`config.mk`:
```
export PLATFORM = sky130hd
export DESIGN_NAME = touch_sensor_measure_timing_cfg
export DESIGN_NICKNAME = d
export VERILOG_FILES = /design/src/touch_cfg_pkg.sv /design/src/period_count.sv /design/src/touch_sensor_measure_timing_cfg.sv
export SDC_FILE = /design/constraint.sdc
export NUM_CORES = 1
export LEC_CHECK = 0
export BUFFER_PORTS_ARGS = -buffer_cell sky130_fd_sc_hd__buf_2
export CORE_MARGIN = 3
export CORE_UTILIZATION = 49
export DETAILED_ROUTE_END_ITERATION = 7
export PLACE_DENSITY = 0.77
export SLEW_MARGIN = 20
export SYNTH_ARGS = -nofsm -noshare
export SYNTH_HDL_FRONTEND = slang
export SYNTH_SLANG_ARGS = --single-unit
export TNS_END_PERCENT = 5
```
`constraint.sdc`:
```
create_clock -name clk -period 2.2 [get_ports clk]
set_input_delay 0.33 -clock clk [delete_from_list [all_inputs] [get_ports clk]]
set_output_delay 0.33 -clock clk [all_outputs]
set_load 0.05 [all_outputs]
```
`src/touch_cfg_pkg.sv`:
```
// How it works
// - Pre-measure bit adds one leading sequence
// - Random bit feeds LFSR into period 1
// - Majority field selects 1,3,5..15 sequences
// - Fixed-length bit removes period 1 variation
// - Trigger field picks software, timer, pin
// - Period 1 lasts field plus one cycles
// - Period 1: A,B released, C driven high
// - Period 1 field resets to three
// - Skip bit gives period 2 zero cycles
// - Period 2 lasts field plus one, reset one
// - Period 2 field unused while skipping
// - Period 2: A driven low, B,C released
// - Period 3 lasts field plus one, reset zero
// - Period 3: A,B driven low, C released
// - Timing B upper two bits read zero
// - Count source undivided, halved or quartered
// - Finish clears start bit in software trigger mode only
package touch_cfg_pkg;

  localparam int ADDR_W = 12;

  // Register indexes; byte address is four times the index
  localparam logic [9:0] CTRL_IDX = 10'h2C0;
  localparam logic [9:0] MODE_IDX = 10'h2C1;
  localparam logic [9:0] TA_IDX   = 10'h2C2;
  localparam logic [9:0] TB_IDX   = 10'h2C3;
  localparam logic [9:0] STAT_IDX = 10'h2E0;

  localparam logic [7:0] CTRL_RST = 8'h00;
  localparam logic [7:0] MODE_RST = 8'h00;
  localparam logic [7:0] TA_RST   = 8'h03;
  localparam logic [7:0] TB_RST   = 8'h01;
  localparam logic [7:0] TB_MASK  = 8'h3F;

  localparam int CTRL_START_BIT = 0;
  localparam int CTRL_CSRC_LSB  = 4;
  localparam int MODE_PRE_BIT   = 0;
  localparam int MODE_RAND_BIT  = 1;
  localparam int MODE_MAJ_LSB   = 2;
  localparam int MODE_CONST_BIT = 5;
  localparam int MODE_TRIG_LSB  = 6;
  localparam int TA_P1_LSB      = 0;
  localparam int TA_SKIP_BIT    = 7;
  localparam int TB_P2_LSB      = 0;
  localparam int TB_P3_LSB      = 4;

  localparam logic [1:0] TRIG_SW    = 2'b00;
  localparam logic [1:0] TRIG_TIMER = 2'b10;
  localparam logic [1:0] TRIG_EXT   = 2'b11;

  localparam logic [1:0] CSRC_F1 = 2'b00;
  localparam logic [1:0] CSRC_F2 = 2'b01;

  localparam logic [7:0] LFSR_SEED = 8'hA5;

  typedef enum logic [2:0] {
    ST_IDLE = 3'b000,
    ST_P1   = 3'b001,
    ST_P2   = 3'b010,
    ST_P3   = 3'b011
  } seq_state_t;

endpackage

```
`src/period_count.sv`:
```
`timescale 1ns/1ps
`default_nettype none
module period_count
  import touch_cfg_pkg::*;
#(
  parameter int W = 8
) (
  input  wire logic         clk,
  input  wire logic         nrst,
  input  wire logic         load,
  input  wire logic [W-1:0] load_val,
  input  wire logic         tick,
  output logic              zero
);

  logic [W-1:0] cnt_q;
  logic [W-1:0] cnt_d;

  // Load wins; otherwise count down on each source tick
  assign cnt_d = load ? load_val :
                 (tick && cnt_q != '0) ? cnt_q - W'(1) : cnt_q;
  assign zero  = (cnt_q == '0);

  always_ff @(posedge clk) begin
    if (!nrst) begin
      cnt_q <= '0;
    end else begin
      cnt_q <= cnt_d;
    end
  end

endmodule
`default_nettype wire

```
`src/touch_sensor_measure_timing_cfg.sv`:
```
`timescale 1ns/1ps
`default_nettype none
module touch_sensor_measure_timing_cfg
  import touch_cfg_pkg::*;
(
  input  wire logic              clk,
  input  wire logic              nrst,
  input  wire logic              psel,
  input  wire logic              penable,
  input  wire logic              pwrite,
  input  wire logic [ADDR_W-1:0] paddr,
  input  wire logic [31:0]       pwdata,
  output logic [31:0]            prdata,
  output logic                   pready,
  output logic                   pslverr,
  input  wire logic              timer_trig,
  input  wire logic              ext_trigger_pin,
  output logic                   sense_pin_a_out,
  output logic                   sense_pin_a_oe,
  output logic                   sense_pin_b_out,
  output logic                   sense_pin_b_oe,
  output logic                   sense_pin_c_out,
  output logic                   sense_pin_c_oe,
  output logic                   meas_done,
  output logic                   busy
);

  ////////////////////////////////////////////////////////////////////////////
  // Register storage

  logic [7:0]       ctrl_q;
  logic [7:0]       ctrl_d;
  logic [7:0]       mode_q;
  logic [7:0]       mode_d;
  logic [7:0]       ta_q;
  logic [7:0]       ta_d;
  logic [7:0]       tb_q;
  logic [7:0]       tb_d;
  seq_state_t       state_q;
  seq_state_t       state_d;
  logic [4:0]       meas_q;
  logic [4:0]       meas_d;
  logic [7:0]       lfsr_q;
  logic [7:0]       lfsr_d;
  logic [1:0]       div_q;
  logic             ext_s1_q;
  logic             ext_s2_q;
  logic             ext_s3_q;
  logic             timer_q;
  logic             done_q;
  logic [2:0]       pin_oe_q;
  logic [2:0]       pin_out_q;
  logic [2:0]       pin_oe_d;
  logic [2:0]       pin_out_d;
  logic [31:0]      rd_val;
  logic [31:0]      prdata_q;
  logic [31:0]      prdata_d;

  ////////////////////////////////////////////////////////////////////////////
  // APB decode

  wire        acc      = psel && penable;
  wire        wr_en    = acc && pwrite;
  wire        word_ok  = (paddr[1:0] == 2'b00);
  wire [9:0]  idx      = paddr[ADDR_W-1:2];
  wire        hit_ctrl = word_ok && idx == CTRL_IDX;
  wire        hit_mode = word_ok && idx == MODE_IDX;
  wire        hit_ta   = word_ok && idx == TA_IDX;
  wire        hit_tb   = word_ok && idx == TB_IDX;
  wire        hit_stat = word_ok && idx == STAT_IDX;
  wire        mapped   = hit_ctrl | hit_mode | hit_ta | hit_tb | hit_stat;
  wire        wr_ctrl  = wr_en && hit_ctrl;

  wire [7:0]  stat_val = {busy, 2'b00, meas_q};

  assign pready  = 1'b1;
  assign pslverr = acc && !mapped;

  // Read data captured in setup, stands through the access phase
  assign prdata_d = (psel && !penable) ? rd_val : prdata_q;
  assign prdata   = prdata_q;

  always_comb begin
    rd_val = 32'h0000_0000;
    if (hit_ctrl) begin
      rd_val[7:0] = ctrl_q;
    end else if (hit_mode) begin
      rd_val[7:0] = mode_q;
    end else if (hit_ta) begin
      rd_val[7:0] = ta_q;
    end else if (hit_tb) begin
      rd_val[7:0] = tb_q & TB_MASK;
    end else if (hit_stat) begin
      rd_val[7:0] = stat_val;
    end
  end

  always_ff @(posedge clk) begin
    if (!nrst) begin
      prdata_q <= 32'h0000_0000;
    end else begin
      prdata_q <= prdata_d;
    end
  end

  ////////////////////////////////////////////////////////////////////////////
  // Field views

  wire       soft_start_bit = ctrl_q[CTRL_START_BIT];
  wire [1:0] count_src_sel  = ctrl_q[CTRL_CSRC_LSB +: 2];
  wire       pre_measure_en = mode_q[MODE_PRE_BIT];
  wire       random_en      = mode_q[MODE_RAND_BIT];
  wire [2:0] majority_sel   = mode_q[MODE_MAJ_LSB +: 3];
  wire       fixed_len      = mode_q[MODE_CONST_BIT];
  wire [1:0] trigger_src    = mode_q[MODE_TRIG_LSB +: 2];
  wire [6:0] period1_len    = ta_q[TA_P1_LSB +: 7];
  wire       period2_skip   = ta_q[TA_SKIP_BIT];
  wire [3:0] period2_len    = tb_q[TB_P2_LSB +: 4];
  wire [1:0] period3_len    = tb_q[TB_P3_LSB +: 2];

  ////////////////////////////////////////////////////////////////////////////
  // Count source ticks

  wire tick_src = (count_src_sel == CSRC_F1) ? 1'b1 :
                  (count_src_sel == CSRC_F2) ? div_q[0] :
                  (div_q == 2'b11);

  ////////////////////////////////////////////////////////////////////////////
  // Trigger selection

  wire sw_mode   = (trigger_src == TRIG_SW);
  wire hw_mode   = (trigger_src == TRIG_TIMER) || (trigger_src == TRIG_EXT);
  wire ext_rise  = ext_s2_q && !ext_s3_q;
  wire tmr_rise  = timer_trig && !timer_q;
  wire hw_evt    = (trigger_src == TRIG_TIMER) ? tmr_rise :
                   (trigger_src == TRIG_EXT)   ? ext_rise :
                   1'b0;
  wire start_go  = (state_q == ST_IDLE) && soft_start_bit &&
                   (sw_mode || hw_evt);
  wire running   = (state_q != ST_IDLE) && soft_start_bit;
  wire hw_abort  = (state_q != ST_IDLE) && !soft_start_bit && hw_mode;
  wire tick      = running && tick_src;

  ////////////////////////////////////////////////////////////////////////////
  // Sequence lengths

  wire [4:0] last_meas = ((majority_sel == 3'b000) ? 5'd0 :
                          {1'b0, majority_sel, 1'b0}) +
                         {4'd0, pre_measure_en};
  wire [2:0] rand_add  = random_en ? lfsr_q[2:0] : 3'd0;
  wire [3:0] var_add   = fixed_len ? 4'd0 :
                         ({1'b0, rand_add} + {2'b00, meas_q[1:0]});
  wire [7:0] p1_load   = {1'b0, period1_len} + {4'd0, var_add};
  wire [7:0] p2_load   = {4'd0, period2_len};
  wire [7:0] p3_load   = {6'd0, period3_len};
  wire       cnt_zero;
  wire       adv       = tick && cnt_zero;
  wire       seq_end   = adv && (state_q == ST_P3);
  wire       last_end  = seq_end && (meas_q == last_meas);

  ////////////////////////////////////////////////////////////////////////////
  // Sequencer

  logic       load;
  logic [7:0] load_val;

  always_comb begin
    state_d  = state_q;
    meas_d   = meas_q;
    load     = 1'b0;
    load_val = p1_load;
    if (hw_abort) begin
      state_d = ST_IDLE;
      meas_d  = 5'd0;
    end else begin
      case (state_q)
        ST_IDLE: begin
          if (start_go) begin
            state_d = ST_P1;
            meas_d  = 5'd0;
            load    = 1'b1;
          end
        end
        ST_P1: begin
          if (adv) begin
            load = 1'b1;
            if (period2_skip) begin
              state_d  = ST_P3;
              load_val = p3_load;
            end else begin
              state_d  = ST_P2;
              load_val = p2_load;
            end
          end
        end
        ST_P2: begin
          if (adv) begin
            state_d  = ST_P3;
            load     = 1'b1;
            load_val = p3_load;
          end
        end
        ST_P3: begin
          if (last_end) begin
            state_d = ST_IDLE;
            meas_d  = 5'd0;
          end else if (seq_end) begin
            state_d = ST_P1;
            meas_d  = meas_q + 5'd1;
            load    = 1'b1;
          end
        end
        default: begin
          state_d = ST_IDLE;
        end
      endcase
    end
  end

  period_count #(
    .W (8)
  ) u_period_count (
    .clk      (clk),
    .nrst     (nrst),
    .load     (load),
    .load_val (load_val),
    .tick     (tick),
    .zero     (cnt_zero)
  );

  ////////////////////////////////////////////////////////////////////////////
  // Pin drive per period

  always_comb begin
    pin_oe_d  = 3'b000;
    pin_out_d = 3'b000;
    case (state_d)
      ST_P1: begin
        pin_oe_d  = 3'b100;
        pin_out_d = 3'b100;
      end
      ST_P2: begin
        pin_oe_d  = 3'b001;
      end
      ST_P3: begin
        pin_oe_d  = 3'b011;
      end
      default: begin
        pin_oe_d  = 3'b000;
      end
    endcase
  end

  assign sense_pin_a_oe  = pin_oe_q[0];
  assign sense_pin_b_oe  = pin_oe_q[1];
  assign sense_pin_c_oe  = pin_oe_q[2];
  assign sense_pin_a_out = pin_out_q[0];
  assign sense_pin_b_out = pin_out_q[1];
  assign sense_pin_c_out = pin_out_q[2];
  assign meas_done       = done_q;
  assign busy            = (state_q != ST_IDLE);

  ////////////////////////////////////////////////////////////////////////////
  // Register next values

  always_comb begin
    ctrl_d = ctrl_q;
    if (wr_ctrl) begin
      ctrl_d = pwdata[7:0];
    end else if (last_end && sw_mode) begin
      ctrl_d[CTRL_START_BIT] = 1'b0;
    end
  end

  assign mode_d = (wr_en && hit_mode) ? pwdata[7:0] : mode_q;
  assign ta_d   = (wr_en && hit_ta) ? pwdata[7:0] : ta_q;
  assign tb_d   = (wr_en && hit_tb) ? (pwdata[7:0] & TB_MASK) : tb_q;
  assign lfsr_d = (load && load_val == p1_load && state_d == ST_P1) ?
                  {lfsr_q[6:0], lfsr_q[7] ^ lfsr_q[5] ^ lfsr_q[4] ^ lfsr_q[3]} :
                  lfsr_q;

  always_ff @(posedge clk) begin
    if (!nrst) begin
      ctrl_q <= CTRL_RST;
      mode_q <= MODE_RST;
      ta_q   <= TA_RST;
      tb_q   <= TB_RST;
    end else begin
      ctrl_q <= ctrl_d;
      mode_q <= mode_d;
      ta_q   <= ta_d;
      tb_q   <= tb_d;
    end
  end

  always_ff @(posedge clk) begin
    if (!nrst) begin
      state_q   <= ST_IDLE;
      meas_q    <= 5'd0;
      lfsr_q    <= LFSR_SEED;
      done_q    <= 1'b0;
      pin_oe_q  <= 3'b000;
      pin_out_q <= 3'b000;
    end else begin
      state_q   <= state_d;
      meas_q    <= meas_d;
      lfsr_q    <= lfsr_d;
      done_q    <= last_end;
      pin_oe_q  <= pin_oe_d;
      pin_out_q <= pin_out_d;
    end
  end

  // Prescaler and trigger synchroniser
  always_ff @(posedge clk) begin
    if (!nrst) begin
      div_q    <= 2'b00;
      ext_s1_q <= 1'b0;
      ext_s2_q <= 1'b0;
      ext_s3_q <= 1'b0;
      timer_q  <= 1'b0;
    end else begin
      div_q    <= div_q + 2'b01;
      ext_s1_q <= ext_trigger_pin;
      ext_s2_q <= ext_s1_q;
      ext_s3_q <= ext_s2_q;
      timer_q  <= timer_trig;
    end
  end

endmodule
`default_nettype wire

```
* Word level (Yosys, flattened, before mapping)
Index checks and enable logic that the tools add are counted.
** Storage, ports and cells
- Word-level logic and storage cells :: 141
- Bits of input ports :: 51
- Bits in registers :: 75
- Output and inout bits :: 42
** Cells by class
- Reductions and logical operators :: 49
- Add/sub/neg operators :: 6
- Bitwise logic cells :: 8
- Equality and inequality tests :: 19
- Muxes and demuxes :: 41
** Operator list (count)
- $mux 8 :: 10
- $eq 10x10->1 const B :: 5
- $logic_and 1x1->1 :: 28
- $mux 3 :: 8
- $pmux 8 s2 :: 1
- $mux 5 :: 3
- $eq 3x2->1 const B :: 4
- $mux 1 :: 12
- $mux 4 :: 3
- $pmux 3 s4 :: 1
- $pmux 5 s2 :: 1
- $pmux 3 s3 :: 1
- $add 7x4->8 :: 1
- $eq 8x8->1 :: 1
- $logic_not 8->1 :: 1
- $reduce_bool 8->1 :: 1
- $sub 8x1->8 const B :: 1
- $eq 2x2->1 const B :: 3
- $eq 3x1->1 const B :: 2
- $logic_not 2->1 :: 3
- $logic_not 3->1 :: 2
- $reduce_bool 2->1 :: 3
- $add 4x1->5 :: 1
- $add 5x1->5 const B :: 1
- other kinds (15) :: 26

* Depth between registers and ports, before layout
Gate-level depths: netlist of the first run.
- Depth after elaboration :: 12
- Mapped depth :: 12
- Gate-level depth less buffers :: 12

* By module
A second synthesis of the first run with hierarchy kept.
** Unflattened totals
- Cells, all modules :: 465
- Area, all modules :: 4020.1 sq um
** Modules (own cells, without submodules)
- touch_sensor_measure_timing_cfg :: cells an instance 399, times used 1, seq. area each 1281.2 sq um, area each 3480.8 sq um
- period_count :: cells an instance 66, times used 1, seq. area each 160.2 sq um, area each 539.3 sq um

* Least setup slack after synthesis of the first run
OpenSTA, ideal clock, no wires.
- Kind :: flip-flop to flip-flop
- Start point :: register mode_q[1]
- End point :: register u_period_count.cnt_q[5]
- Path buffers :: 0
- Library setup time :: 0.087 ns
- Clock period less this slack :: 2.398 ns
- Slack :: -0.198 ns
- Data required time :: 2.113 ns
- Arrival time :: 2.311 ns
- Cell stages (with the launch flop) :: 13
- Cell sequence :: dfxtp_1 and2_1 ha_1 fa_1 xor2_1 nor2_1 ha_1 a21oi_1 a21boi_0 o21ai_0 xnor2_1 nand4_1 o31ai_1
** Between the ends
- Cells in the longest elaborated chain, start to end :: 8
- Elaborated cells on any way between the ends :: 9
- Classes of those cells :: add/sub: 2; mux: 7
** Ends and longest elaborated chain
- start, declared :: RTL line touch_sensor_measure_timing_cfg.sv:33 : logic [7:0] mode_q;
- start signal, assigned :: RTL line touch_sensor_measure_timing_cfg.sv:290 : mode_q <= mode_d;
- $mux 3 (*) :: RTL line touch_sensor_measure_timing_cfg.sv:150 : wire [2:0] rand_add = random_en ? lfsr_q[2:0] : 3'd0;
- $add 3x2->4 (*) :: RTL line touch_sensor_measure_timing_cfg.sv:152 : ({1'b0, rand_add} + {2'b00, meas_q[1:0]});
- $mux 4 (*) :: RTL line touch_sensor_measure_timing_cfg.sv:151 : wire [3:0] var_add = fixed_len ? 4'd0 :
- $add 7x4->8 (*) :: RTL line touch_sensor_measure_timing_cfg.sv:153 : wire [7:0] p1_load = {1'b0, period1_len} + {4'd0, var_add};
- $mux 8, on equally long branches :: RTL line touch_sensor_measure_timing_cfg.sv:197, touch_sensor_measure_timing_cfg.sv:185
- $pmux 8 s2 :: RTL line touch_sensor_measure_timing_cfg.sv:176 : case (state_q)
- $mux 8 (*) :: RTL line touch_sensor_measure_timing_cfg.sv:172 : if (hw_abort) begin
- $mux 8 (*) :: RTL line period_count.sv:20 : assign cnt_d = load ? load_val :
- end signal, assigned :: RTL line period_count.sv:28 : cnt_q <= cnt_d;
- end, declared :: RTL line period_count.sv:16 : logic [W-1:0] cnt_q;
Every way passes the cells marked *; elsewhere a longest branch is shown, timed or not.
A chain may end at the register's enable or synchronous reset.

* Worst setup path after layout of the first run
- Start point :: register lfsr_q[0]
- End point :: register u_period_count.cnt_q[6]
** Between the ends
- Cells in the longest elaborated chain, start to end :: 8
- Elaborated cells on any way between the ends :: 9
- Classes of those cells :: add/sub: 2; mux: 7
** Ends and longest elaborated chain
- start, declared :: RTL line touch_sensor_measure_timing_cfg.sv:43 : logic [7:0] lfsr_q;
- start signal, assigned :: RTL line touch_sensor_measure_timing_cfg.sv:307 : lfsr_q <= lfsr_d;
- $mux 3 (*) :: RTL line touch_sensor_measure_timing_cfg.sv:150
- $add 3x2->4 (*) :: RTL line touch_sensor_measure_timing_cfg.sv:152
- $mux 4 (*) :: RTL line touch_sensor_measure_timing_cfg.sv:151
- $add 7x4->8 (*) :: RTL line touch_sensor_measure_timing_cfg.sv:153
- $mux 8, on equally long branches :: RTL line touch_sensor_measure_timing_cfg.sv:197, touch_sensor_measure_timing_cfg.sv:185
- $pmux 8 s2 :: RTL line touch_sensor_measure_timing_cfg.sv:176
- $mux 8 (*) :: RTL line touch_sensor_measure_timing_cfg.sv:172
- $mux 8 (*) :: RTL line period_count.sv:20
Marks and branches as above.

==> flow_metrics.env, run 1 <==
export IMPL_avgSynthCellArea_um2=8.399
export IMPL_worst_path_most_repeated_cell="fa_2"
export IMPL_hold_violations=0
export IMPL_nets=587
export IMPL_drt_iter0_drc=241
export IMPL_drc=0
export IMPL_die_h_um=95.37
export IMPL_cts_root_buf="clkbuf_8"
export IMPL_synth_seq_cells=72
export IMPL_grt_ovfl_total=0
export IMPL_cp_end_kind="register"
export IMPL_cts_buffer_depth=2
export IMPL_drt_wirelength_per_cell_um=15.55
export IMPL_crit_slowest_cell="fa_2"
export IMPL_cts_tree="done"
export IMPL_syn_cell_area_um2=3914
export IMPL_grt_pass1_wl_um=15810
export IMPL_die_area_um2=9095
export IMPL_p_leak_nw=1.916
export IMPL_yosys_area_top_type="dfxtp_1"
export IMPL_arrival_ns=2.71
export IMPL_io_pins=93
export IMPL_synth_main_ff_cell="dfxtp_1"
export IMPL_synthCells=466
export IMPL_yosys_top_cells_count="dfxtp_1, nand2_1, nand3_1, a21oi_1, buf_4"
export IMPL_post_route_util_pct=61.34
export IMPL_vias_per_cell=5.576
export IMPL_drt_total_wl_um=9782
export IMPL_critPathLaunchType="register"
export IMPL_cts_num_sinks=72
export IMPL_synth_area_top_cells="dfxtp_1, buf_4, nand3_1"
export IMPL_cap_violations=0
export IMPL_place_hpwl_um=7250
export IMPL_fin_crit_sh_pct=111.5
export IMPL_grt_antenna_before_repair=0
export IMPL_max_slew_margin_rel_pct=61.10
export IMPL_core_area_um2=7486
export IMPL_synth_cell_types=60
export IMPL_rsz0062_at_grt="true"
export IMPL_max_freq_mhz=407.6
export IMPL_async_flop_share_pct=0
export IMPL_layout_drive_gt1_share_pct=23.77
export IMPL_place_gp_congestion=0.9006
export IMPL_clock_skew_ns=0.009123
export IMPL_final_cells=629
export IMPL_failed_checks="setup timing"
export IMPL_cts_buffers=9
export IMPL_path_cells="and2_4, ha_4, fa_2, nand2b_1, fa_2, nor2b_2, o21ai_2, a21oi_2, xor2_1, nand4_1, o31ai_2"
export IMPL_status="finished with violations"
export IMPL_grt_max_degree=49
export IMPL_yosysMostFrequentCell="dfxtp_1"
export IMPL_p_per_area_nw_per_um2=628.7
export IMPL_clk_pin_slew_ns=0.07
export IMPL_first_global_vias=3226
export IMPL_whs_ns=0.1870
export IMPL_pre_cts_ws_ns=-0.2391
export IMPL_ys_warn_count=0
export IMPL_io_buffers=41
export IMPL_drtPass1Iterations=5
export IMPL_seq_area_frac_synth_pct=36.83
export IMPL_required_ns=2.46
export IMPL_cp_slowest_stage_delay_ns=0.51
export IMPL_grt_use_total_pct=22.44
export IMPL_die_x_um=95.37
export IMPL_slew_viol_final=0
export IMPL_r2r_cells=11
export IMPL_period_minus_slack_ns=2.453
export IMPL_vias=3507
export IMPL_dp_cells=613
export IMPL_clkLatencyLatePin_ns=0.35
export IMPL_vdd_drop_max_uv=545.9
export IMPL_std_cell_rows=31
export IMPL_setup_ws_ns=-0.2533
export IMPL_num_antenna_cells=0
export IMPL_hp_class="primary input to register"
export IMPL_hold_path_cell_count=2
export IMPL_tightest_slew_ns=0.5823
export IMPL_setup_viol=6
export IMPL_fillers=639
export IMPL_synth_edf_count=0
export IMPL_start_util_pct=52.28
export IMPL_postCtsHoldBufs=0
export IMPL_htreeDepth=3
export IMPL_critPathKind="register to register"
export IMPL_crit_fanout=2
export IMPL_syn2layout_area_growth_pct=17.33
export IMPL_synth_top_cell_area_share_pct=36.83
export IMPL_ant_nets=0
export IMPL_power_total_mw=2.887
worst paths after layout:
path	start	endpoint	slack [ns]
worst min register to register	ext_s1_q	ext_s2_q	0.44
worst max register to register	lfsr_q[0]	u_period_count.cnt_q[6]	-0.25
worst max-delay path	lfsr_q[0]	u_period_count.cnt_q[6]	-0.25
worst min-delay path	ext_trigger_pin	ext_s1_q	0.19
cells in the final DEF, fill, tap and decap left out, drive strengths merged, types with 5 or more instances in the layout:
master and count:
nor2 25, conb 28, xor2 13, a221oi 7, xnor2 12, inv 18
and2 11, a21oi 30, a22oi 8, clkbuf 11, dfxtp 72, nand2 45
buf 76, ha 9, nor3 9, nand4 8, mux2i 7, nor2b 5
o21ai 28, nand3 40, mux2 5
per-stage QoR:
stage / TNS [ns] / cell area (um2)
finish: -0.8228 / 4592
global route: -1.752 / 4592
CTS: -0.7391 / 4557
detailed placement: -0.9526 / 4289
global placement: -0.6495 / 4289
floorplan: -0.2511 / 4024
state kept, by name, summed over array words and instances (netlist names):
register              flops
pin_out_q                 1
timer_q                   1
u_period_count.cnt_q      8
meas_done                 1
ext_s3_q                  1
ctrl_q                    8
mode_q                    8
div_q                     2
ext_s1_q                  1
prdata                    8
lfsr_q                    8
tb_q                      6
state_q                   3
ext_s2_q                  1
pin_oe_q                  2
ta_q                      8
meas_q                    5
logic make-up after synthesis:
group                    share of synthesized area, %
other                                          0.1919
AO/OA/AOI/OAI                                   15.79
flip-flops                                      36.83
adder cells (fa/ha/maj)                         3.900
multiplexers                                    3.804
buffers and inverters                           10.07
AND/OR/NAND/NOR                                 23.82
XOR/XNOR                                        5.595
per-layer routing:
metal | vias to the layer above | share of wire, % | global-route usage, %
met5 | - | 0 | 0
met4 | 0 | 0.99 | 5.924
met3 | 7 | 7.2 | 5.446
met2 | 158 | 49 | 37.43
met1 | 1633 | 43 | 29.08
li1 | 1709 | - | -
critical path: cells and delay by family, from the launching register on:
kind / cells / cell delay [ns]
AO/OA/AOI/OAI: 3 / 0.33
XOR/XNOR: 1 / 0.16
adder cells (fa/ha/maj): 3 / 1.03
flip-flops: 1 / 0.33
AND/OR/NAND/NOR: 4 / 0.53
area by class of cell:
type                            instances  area, um2  area share (%)
Inverter                               18      67.56           1.471
Multi-Input combinational cell        348       2230           48.56
Tap cell                               99      123.9           2.698
Clock buffer                           11      151.4           3.297
Sequential cell                        72       1445           31.47
Clock inverter                          5      102.6           2.234
Timing Repair Buffer                   76      471.7           10.27
where the power goes:
group | switching [mW] | internal [mW]
logic | 0.215 | 0.0509
registers | 0.00578 | 1.32
clock network | 0.486 | 0.813
what timing repair did:
action / CTS / global route
resized for setup: 4 / 12
hold endpoints to repair: 0 / 0
setup buffers: 0 / 0
pin swaps: 8 / 4
endpoints found under the setup margin: 6 / 15
No activity file was read; power rests on OpenSTA's default activity.
==> run 2, diff against run 1 <==
==> constraint.sdc (replaced) <==
create_clock -name clk -period 2.2 [get_ports clk]
set_input_delay 0 -clock clk [delete_from_list [all_inputs] [get_ports clk]]
set_output_delay 0 -clock clk [all_outputs]
set_load 0.05 [all_outputs]
==> run 2 against run 1 <==
The run still ends with setup timing left; clock power fell by 23%; combinational power rose by 5%; setup slack improved by 0.044 ns; flip-flop and latch count did not move; routed wire length rose by 1.9%; critical path type unchanged; critical endpoint is now u_period_count.cnt_q[5]; largest cell class unchanged; largest power group unchanged; highest routed layer unchanged.
==> flow_metrics.env, run 2 (synthesis gave the netlist of run 1 again) <==
export IMPL_status="finished with violations"
export IMPL_failed_checks="setup timing"
export IMPL_place_gp_congestion=0.8948
export IMPL_place_hpwl_um=7382
export IMPL_regToRegStartpoint="lfsr_q[0]"
export IMPL_core_area_um2=7486
export IMPL_period_minus_slack_ns=2.409
export IMPL_cts_num_sinks=72
export IMPL_critPathKind="register to register"
export IMPL_drtPass1Iterations=5
export IMPL_hp_start="paddr[7]"
export IMPL_layout_drive_gt1_share_pct=22.22
export IMPL_cap_violations=0
export IMPL_post_dp_cell_area_um2=4274
export IMPL_grt_ovfl_total=0
export IMPL_tightest_slew_ns=0.6538
export IMPL_clock_skew_ns=0.01327
export IMPL_vias=3608
export IMPL_final_cells=639
export IMPL_grt_antenna_before_repair=0
export IMPL_r2r_slack_ns=-0.21
export IMPL_num_antenna_cells=0
export IMPL_clkLatencyLatePin_ns=0.36
export IMPL_die_x_um=95.37
export IMPL_io_buffers=41
export IMPL_ant_nets=0
export IMPL_dp_cells=611
export IMPL_grt_use_total_pct=23.27
export IMPL_cts_tree="done"
export IMPL_die_area_um2=9095
export IMPL_setup_viol=6
export IMPL_whs_ns=0.07832
export IMPL_drt_wirelength_per_cell_um=15.60
export IMPL_r2r_cells=12
export IMPL_fin_area_um2=4612
export IMPL_drt_total_wl_um=9970
export IMPL_critPathLaunch="lfsr_q[0]"
export IMPL_std_cell_rows=31
export IMPL_layout_commonest_cell="dfxtp_1"
export IMPL_final_cell_mix="dfxtp_1, nand2_1, buf_2"
export IMPL_post_route_util_pct=61.61
export IMPL_rsz0062_at_grt="true"
export IMPL_endpoint="u_period_count.cnt_q[5]"
export IMPL_first_global_vias=3324
export IMPL_cts_buffers=9
export IMPL_htreeDepth=3
export IMPL_cp_slowest_stage_delay_ns=0.34
export IMPL_critPathLaunchType="register"
export IMPL_p_per_area_nw_per_um2=565.2
export IMPL_grt_max_degree=49
export IMPL_nets=597
export IMPL_dr_wl_met3_um=738
export IMPL_path_cells="and2_4, ha_2, fa_2, xor2_1, nor2_1, ha_1, a21oi_2, a21boi_0, o21ai_1, xnor2_1, nand4_1, o31ai_1"
export IMPL_pre_cts_ws_ns=-0.2384
export IMPL_cts_root_buf="clkbuf_8"
export IMPL_grt_pass1_wl_um=16330
export IMPL_route_met2_wl_um=4753
export IMPL_setup_ws_ns=-0.2094
export IMPL_p_leak_nw=1.915
export IMPL_hp_class="primary input to register"
export IMPL_cts_buffer_depth=2
export IMPL_slew_viol_final=0
export IMPL_die_h_um=95.37
export IMPL_drc=0
export IMPL_required_ns=2.46
export IMPL_reg2reg_to="u_period_count.cnt_q[5]"
export IMPL_start_util_pct=52.28
export IMPL_cp_end_kind="register"
export IMPL_max_freq_mhz=415.0
export IMPL_io_pins=93
export IMPL_max_slew_margin_rel_pct=56.33
export IMPL_fin_crit_sh_pct=109.5
export IMPL_vias_per_cell=5.646
export IMPL_hold_violations=0
export IMPL_crit_slowest_cell="fa_2"
export IMPL_highest_layer="met4"
export IMPL_crit_fanout=4
export IMPL_clk_pin_slew_ns=0.08
export IMPL_wirelength_met1_um=4262
export IMPL_vdd_drop_max_uv=490.8
export IMPL_arrival_ns=2.67
export IMPL_syn2layout_area_growth_pct=17.84
export IMPL_drt_iter0_drc=274
run 2: worst min path at each step:
stage | end | slack (ns) | depth (start not counted)
floorplan | timer_q | 0.12 | 1
global placement | ext_s1_q | 0.21 | 2
detailed placement | ext_s1_q | 0.21 | 2
CTS | prdata[6] | 0.06 | 5
global route | prdata[6] | 0.09 | 5
finish | prdata[6] | 0.08 | 5
run 2: final cells by class:
type	count	area (um2)
well taps	99	123.9
flip-flops and latches	72	1444
repair buffers	86	568.0
fillers	645	2874
multi-input cells	348	2217
clock buffers	11	151.4
inverters	18	67.56
clock inverters	5	40.04
run 2: metrics by stage:
stage               setup TNS [ns]  power (mW)
floorplan                  -0.2511       1.589
global placement           -0.5616       1.612
detailed placement         -0.8573       1.615
CTS                        -0.8200       2.622
global route                -1.863       2.695
finish                     -0.8171       2.607
run 2: report_power, final:
part	internal, mW	total, mW	switching [mW]
clock	0.476	1.00	0.529
combinational	0.0626	0.279	0.217
sequential	1.32	1.32	0.00650
run 2: what timing repair did:
action                                  4_1_cts  5_1_grt
hold buffers                                 10        0
cloned                                        0        0
endpoints found under the setup margin        7       14
buffers inserted                              2        0
pin swaps                                     8        2
endpoints found under the hold margin        32        0
gates resized for setup                       0        7
run 2: routing by layer:
layer  vias up  track usage [%]
li1       1730                -
met1      1707            30.31
met2       152            37.55
met3        19            5.683
met4         0            8.294
met5         -                0
run 2: critical path: cells and delay by family, from the launching register on:
| kind | cells | cell delay [ns] |
|---|---|---|
| flip-flops | 1 | 0.32 |
| adder cells (fa/ha/maj) | 3 | 0.85 |
| XOR/XNOR | 2 | 0.28 |
| AO/OA/AOI/OAI | 4 | 0.54 |
| AND/OR/NAND/NOR | 3 | 0.31 |
==> run 3, diff against run 2 <==
==> constraint.sdc (replaced) <==
create_clock -name clk -period 2.2 [get_ports clk]
set_input_delay 0.22 -clock clk [delete_from_list [all_inputs] [get_ports clk]]
set_output_delay 0.22 -clock clk [all_outputs]
set_load 0.05 [all_outputs]
==> run 3 against run 2 <==
The run still ends with setup timing left; combinational power shrank 4%; clock-buffer cell count fell by 2; clock skew shrank 0.0042 ns; routed wire length is 2.8% higher; sequential share of layout area decreased by 0.066 points; sequential power is essentially flat; non-clock buffer count is 9 lower; critical endpoint is now u_period_count.cnt_q[6].
==> flow_metrics.env, run 3 (synthesis gave the netlist of run 1 again) <==
export IMPL_use_met3_pct=6.630
export IMPL_r2r_slack_ns=-0.24
export IMPL_required_ns=2.47
export IMPL_ant_nets=0
export IMPL_p_per_area_nw_per_um2=636.8
export IMPL_reg2reg_to="u_period_count.cnt_q[6]"
export IMPL_critPathKind="register to register"
export IMPL_io_buffers=41
export IMPL_hold_path_end="ext_s1_q"
export IMPL_drc=0
export IMPL_num_antenna_cells=0
export IMPL_start_util_pct=52.28
export IMPL_max_freq_mhz=409.3
export IMPL_period_minus_slack_ns=2.443
export IMPL_r2r_cells=11
export IMPL_p_leak_nw=1.926
export IMPL_arrival_ns=2.71
export IMPL_cts_buffer_depth=2
export IMPL_layout_drive_gt1_share_pct=23.77
export IMPL_crit_fanout=2
export IMPL_cap_violations=0
export IMPL_final_cell_mix="dfxtp_1, nand2_1, buf_2"
export IMPL_grt_use_met2_pct=37.55
export IMPL_first_global_vias=3381
export IMPL_vias=3563
export IMPL_setup_ws_ns=-0.2431
export IMPL_whs_ns=0.07338
export IMPL_cts_tree="done"
export IMPL_grt_pass1_wl_um=16260
export IMPL_grt_ovfl_total=0
export IMPL_clkLatencyLatePin_ns=0.35
export IMPL_grt_use_total_pct=23.15
export IMPL_regToRegStartpoint="lfsr_q[0]"
export IMPL_io_pins=93
export IMPL_top_usage_layer="met2"
export IMPL_grt_antenna_before_repair=0
export IMPL_drt_iter0_drc=276
export IMPL_hp_start="ext_trigger_pin"
export IMPL_critPathLaunchType="register"
export IMPL_cts_buffers=9
export IMPL_die_x_um=95.37
export IMPL_status="finished with violations"
export IMPL_syn2layout_area_growth_pct=18.19
export IMPL_failed_checks="setup timing"
export IMPL_place_hpwl_um=7418
export IMPL_setup_viol=7
export IMPL_hp_class="primary input to register"
export IMPL_clock_skew_ns=0.009101
export IMPL_grt_max_degree=49
export IMPL_rsz0062_at_grt="true"
export IMPL_drtPass1Iterations=5
export IMPL_nets=588
export IMPL_max_slew_margin_rel_pct=56.06
export IMPL_hold_path_cell_count=2
export IMPL_layout_commonest_cell="dfxtp_1"
export IMPL_vias_per_cell=5.665
export IMPL_fin_crit_sh_pct=111.1
export IMPL_cp_end_kind="register"
export IMPL_die_h_um=95.37
export IMPL_vdd_drop_max_uv=579.3
export IMPL_cts_root_buf="clkbuf_8"
export IMPL_drt_total_wl_um=10250
export IMPL_hold_violations=0
export IMPL_setup_tns_final_ns=-1.050
export IMPL_die_area_um2=9095
export IMPL_core_area_um2=7486
export IMPL_met1_usage_pct=29.40
export IMPL_std_cell_rows=31
export IMPL_cts_num_sinks=72
export IMPL_slew_viol_final=0
export IMPL_drt_wirelength_per_cell_um=16.29
export IMPL_tightest_slew_ns=0.6578
export IMPL_place_gp_congestion=0.9020
export IMPL_clk_pin_slew_ns=0.07
export IMPL_htreeDepth=3
run 3: cell types whose count changed in the layout (fill, tap and decap cells not counted), moves of 2 or more:
cell,delta
clkinvlp_4,-2
clkbuf_8,-2
o21ai_2,+2
bufinv_16,+4
o21ai_1,-2
dlygate4sd3_1,-10
run 3: where the power goes:
group | total (mW) | switching, mW | internal [mW]
registers | 1.32 | 0.00583 | 1.32
logic | 0.267 | 0.216 | 0.0512
clock network | 1.36 | 0.497 | 0.859
total | 2.95 | 0.718 | 2.23
run 3: how the worst max path moves through the flow:
| stage | start | to | slack [ns] | cells after the start |
|---|---|---|---|---|
| 6_report | lfsr_q[0] | u_period_count.cnt_q[6] | -0.24 | 11 |
| 5_1_grt | mode_q[1] | u_period_count.cnt_q[6] | -0.31 | 11 |
| 4_1_cts | lfsr_q[0] | u_period_count.cnt_q[6] | -0.22 | 11 |
| 3_5_place_dp | mode_q[1] | u_period_count.cnt_q[5] | -0.23 | 12 |
| 3_3_place_gp | mode_q[1] | u_period_count.cnt_q[5] | -0.15 | 12 |
| 2_1_floorplan | lfsr_q[0] | u_period_count.cnt_q[6] | -0.08 | 11 |
run 3: stage by stage:
step / instances / power [mW] / instance area, um2 / utilization [%] / setup WS [ns]
floorplan: 492 / 1.589 / 4024 / - / -0.08103
global placement: 613 / 1.612 / 4289 / 57.30 / -0.1533
detailed placement: 613 / 1.616 / 4289 / 57.30 / -0.2321
CTS: 628 / 2.954 / 4556 / 60.86 / -0.2212
global route: 629 / 3.028 / 4626 / 61.79 / -0.3124
finish: 629 / 2.946 / 4626 / 61.79 / -0.2431
run 3: layer usage:
| metal | up-vias | share of wire [%] | wire, um |
|---|---|---|---|
| li1 | 1711 | - | - |
| met2 | 147 | 48 | 4961 |
| met3 | 24 | 6.8 | 699 |
| met4 | 0 | 2.8 | 284 |
| met5 | - | 0 | 0 |
| met1 | 1681 | 42 | 4304 |
run 3: critical path, stage by stage (launching register included):
cell,delay [ns]
dfxtp_2,0.32
and2_4,0.15
ha_4,0.16
fa_2,0.55
nand2b_4,0.06
fa_2,0.39
nor2b_4,0.13
o21ai_2,0.07
a21oi_2,0.15
xor2_1,0.15
nand4_1,0.12
o31ai_1,0.10
run 3: repair_timing:
item / 4_1_cts / 5_1_grt
setup buffers: 0 / 1
gates resized for setup: 3 / 14
hold buffers: 0 / 0
pin swaps: 11 / 7
endpoints found under the setup margin: 7 / 14
hold endpoints to repair: 0 / 0
run 3: layout make-up:
type,instances,area [um2]
Clock buffer,9,123.9
Tap cell,99,123.9
Timing Repair Buffer,77,479.2
Fill cell,658,2860
Inverter,18,67.56
Sequential cell,72,1445
Multi-Input combinational cell,348,2253
Clock inverter,6,132.6
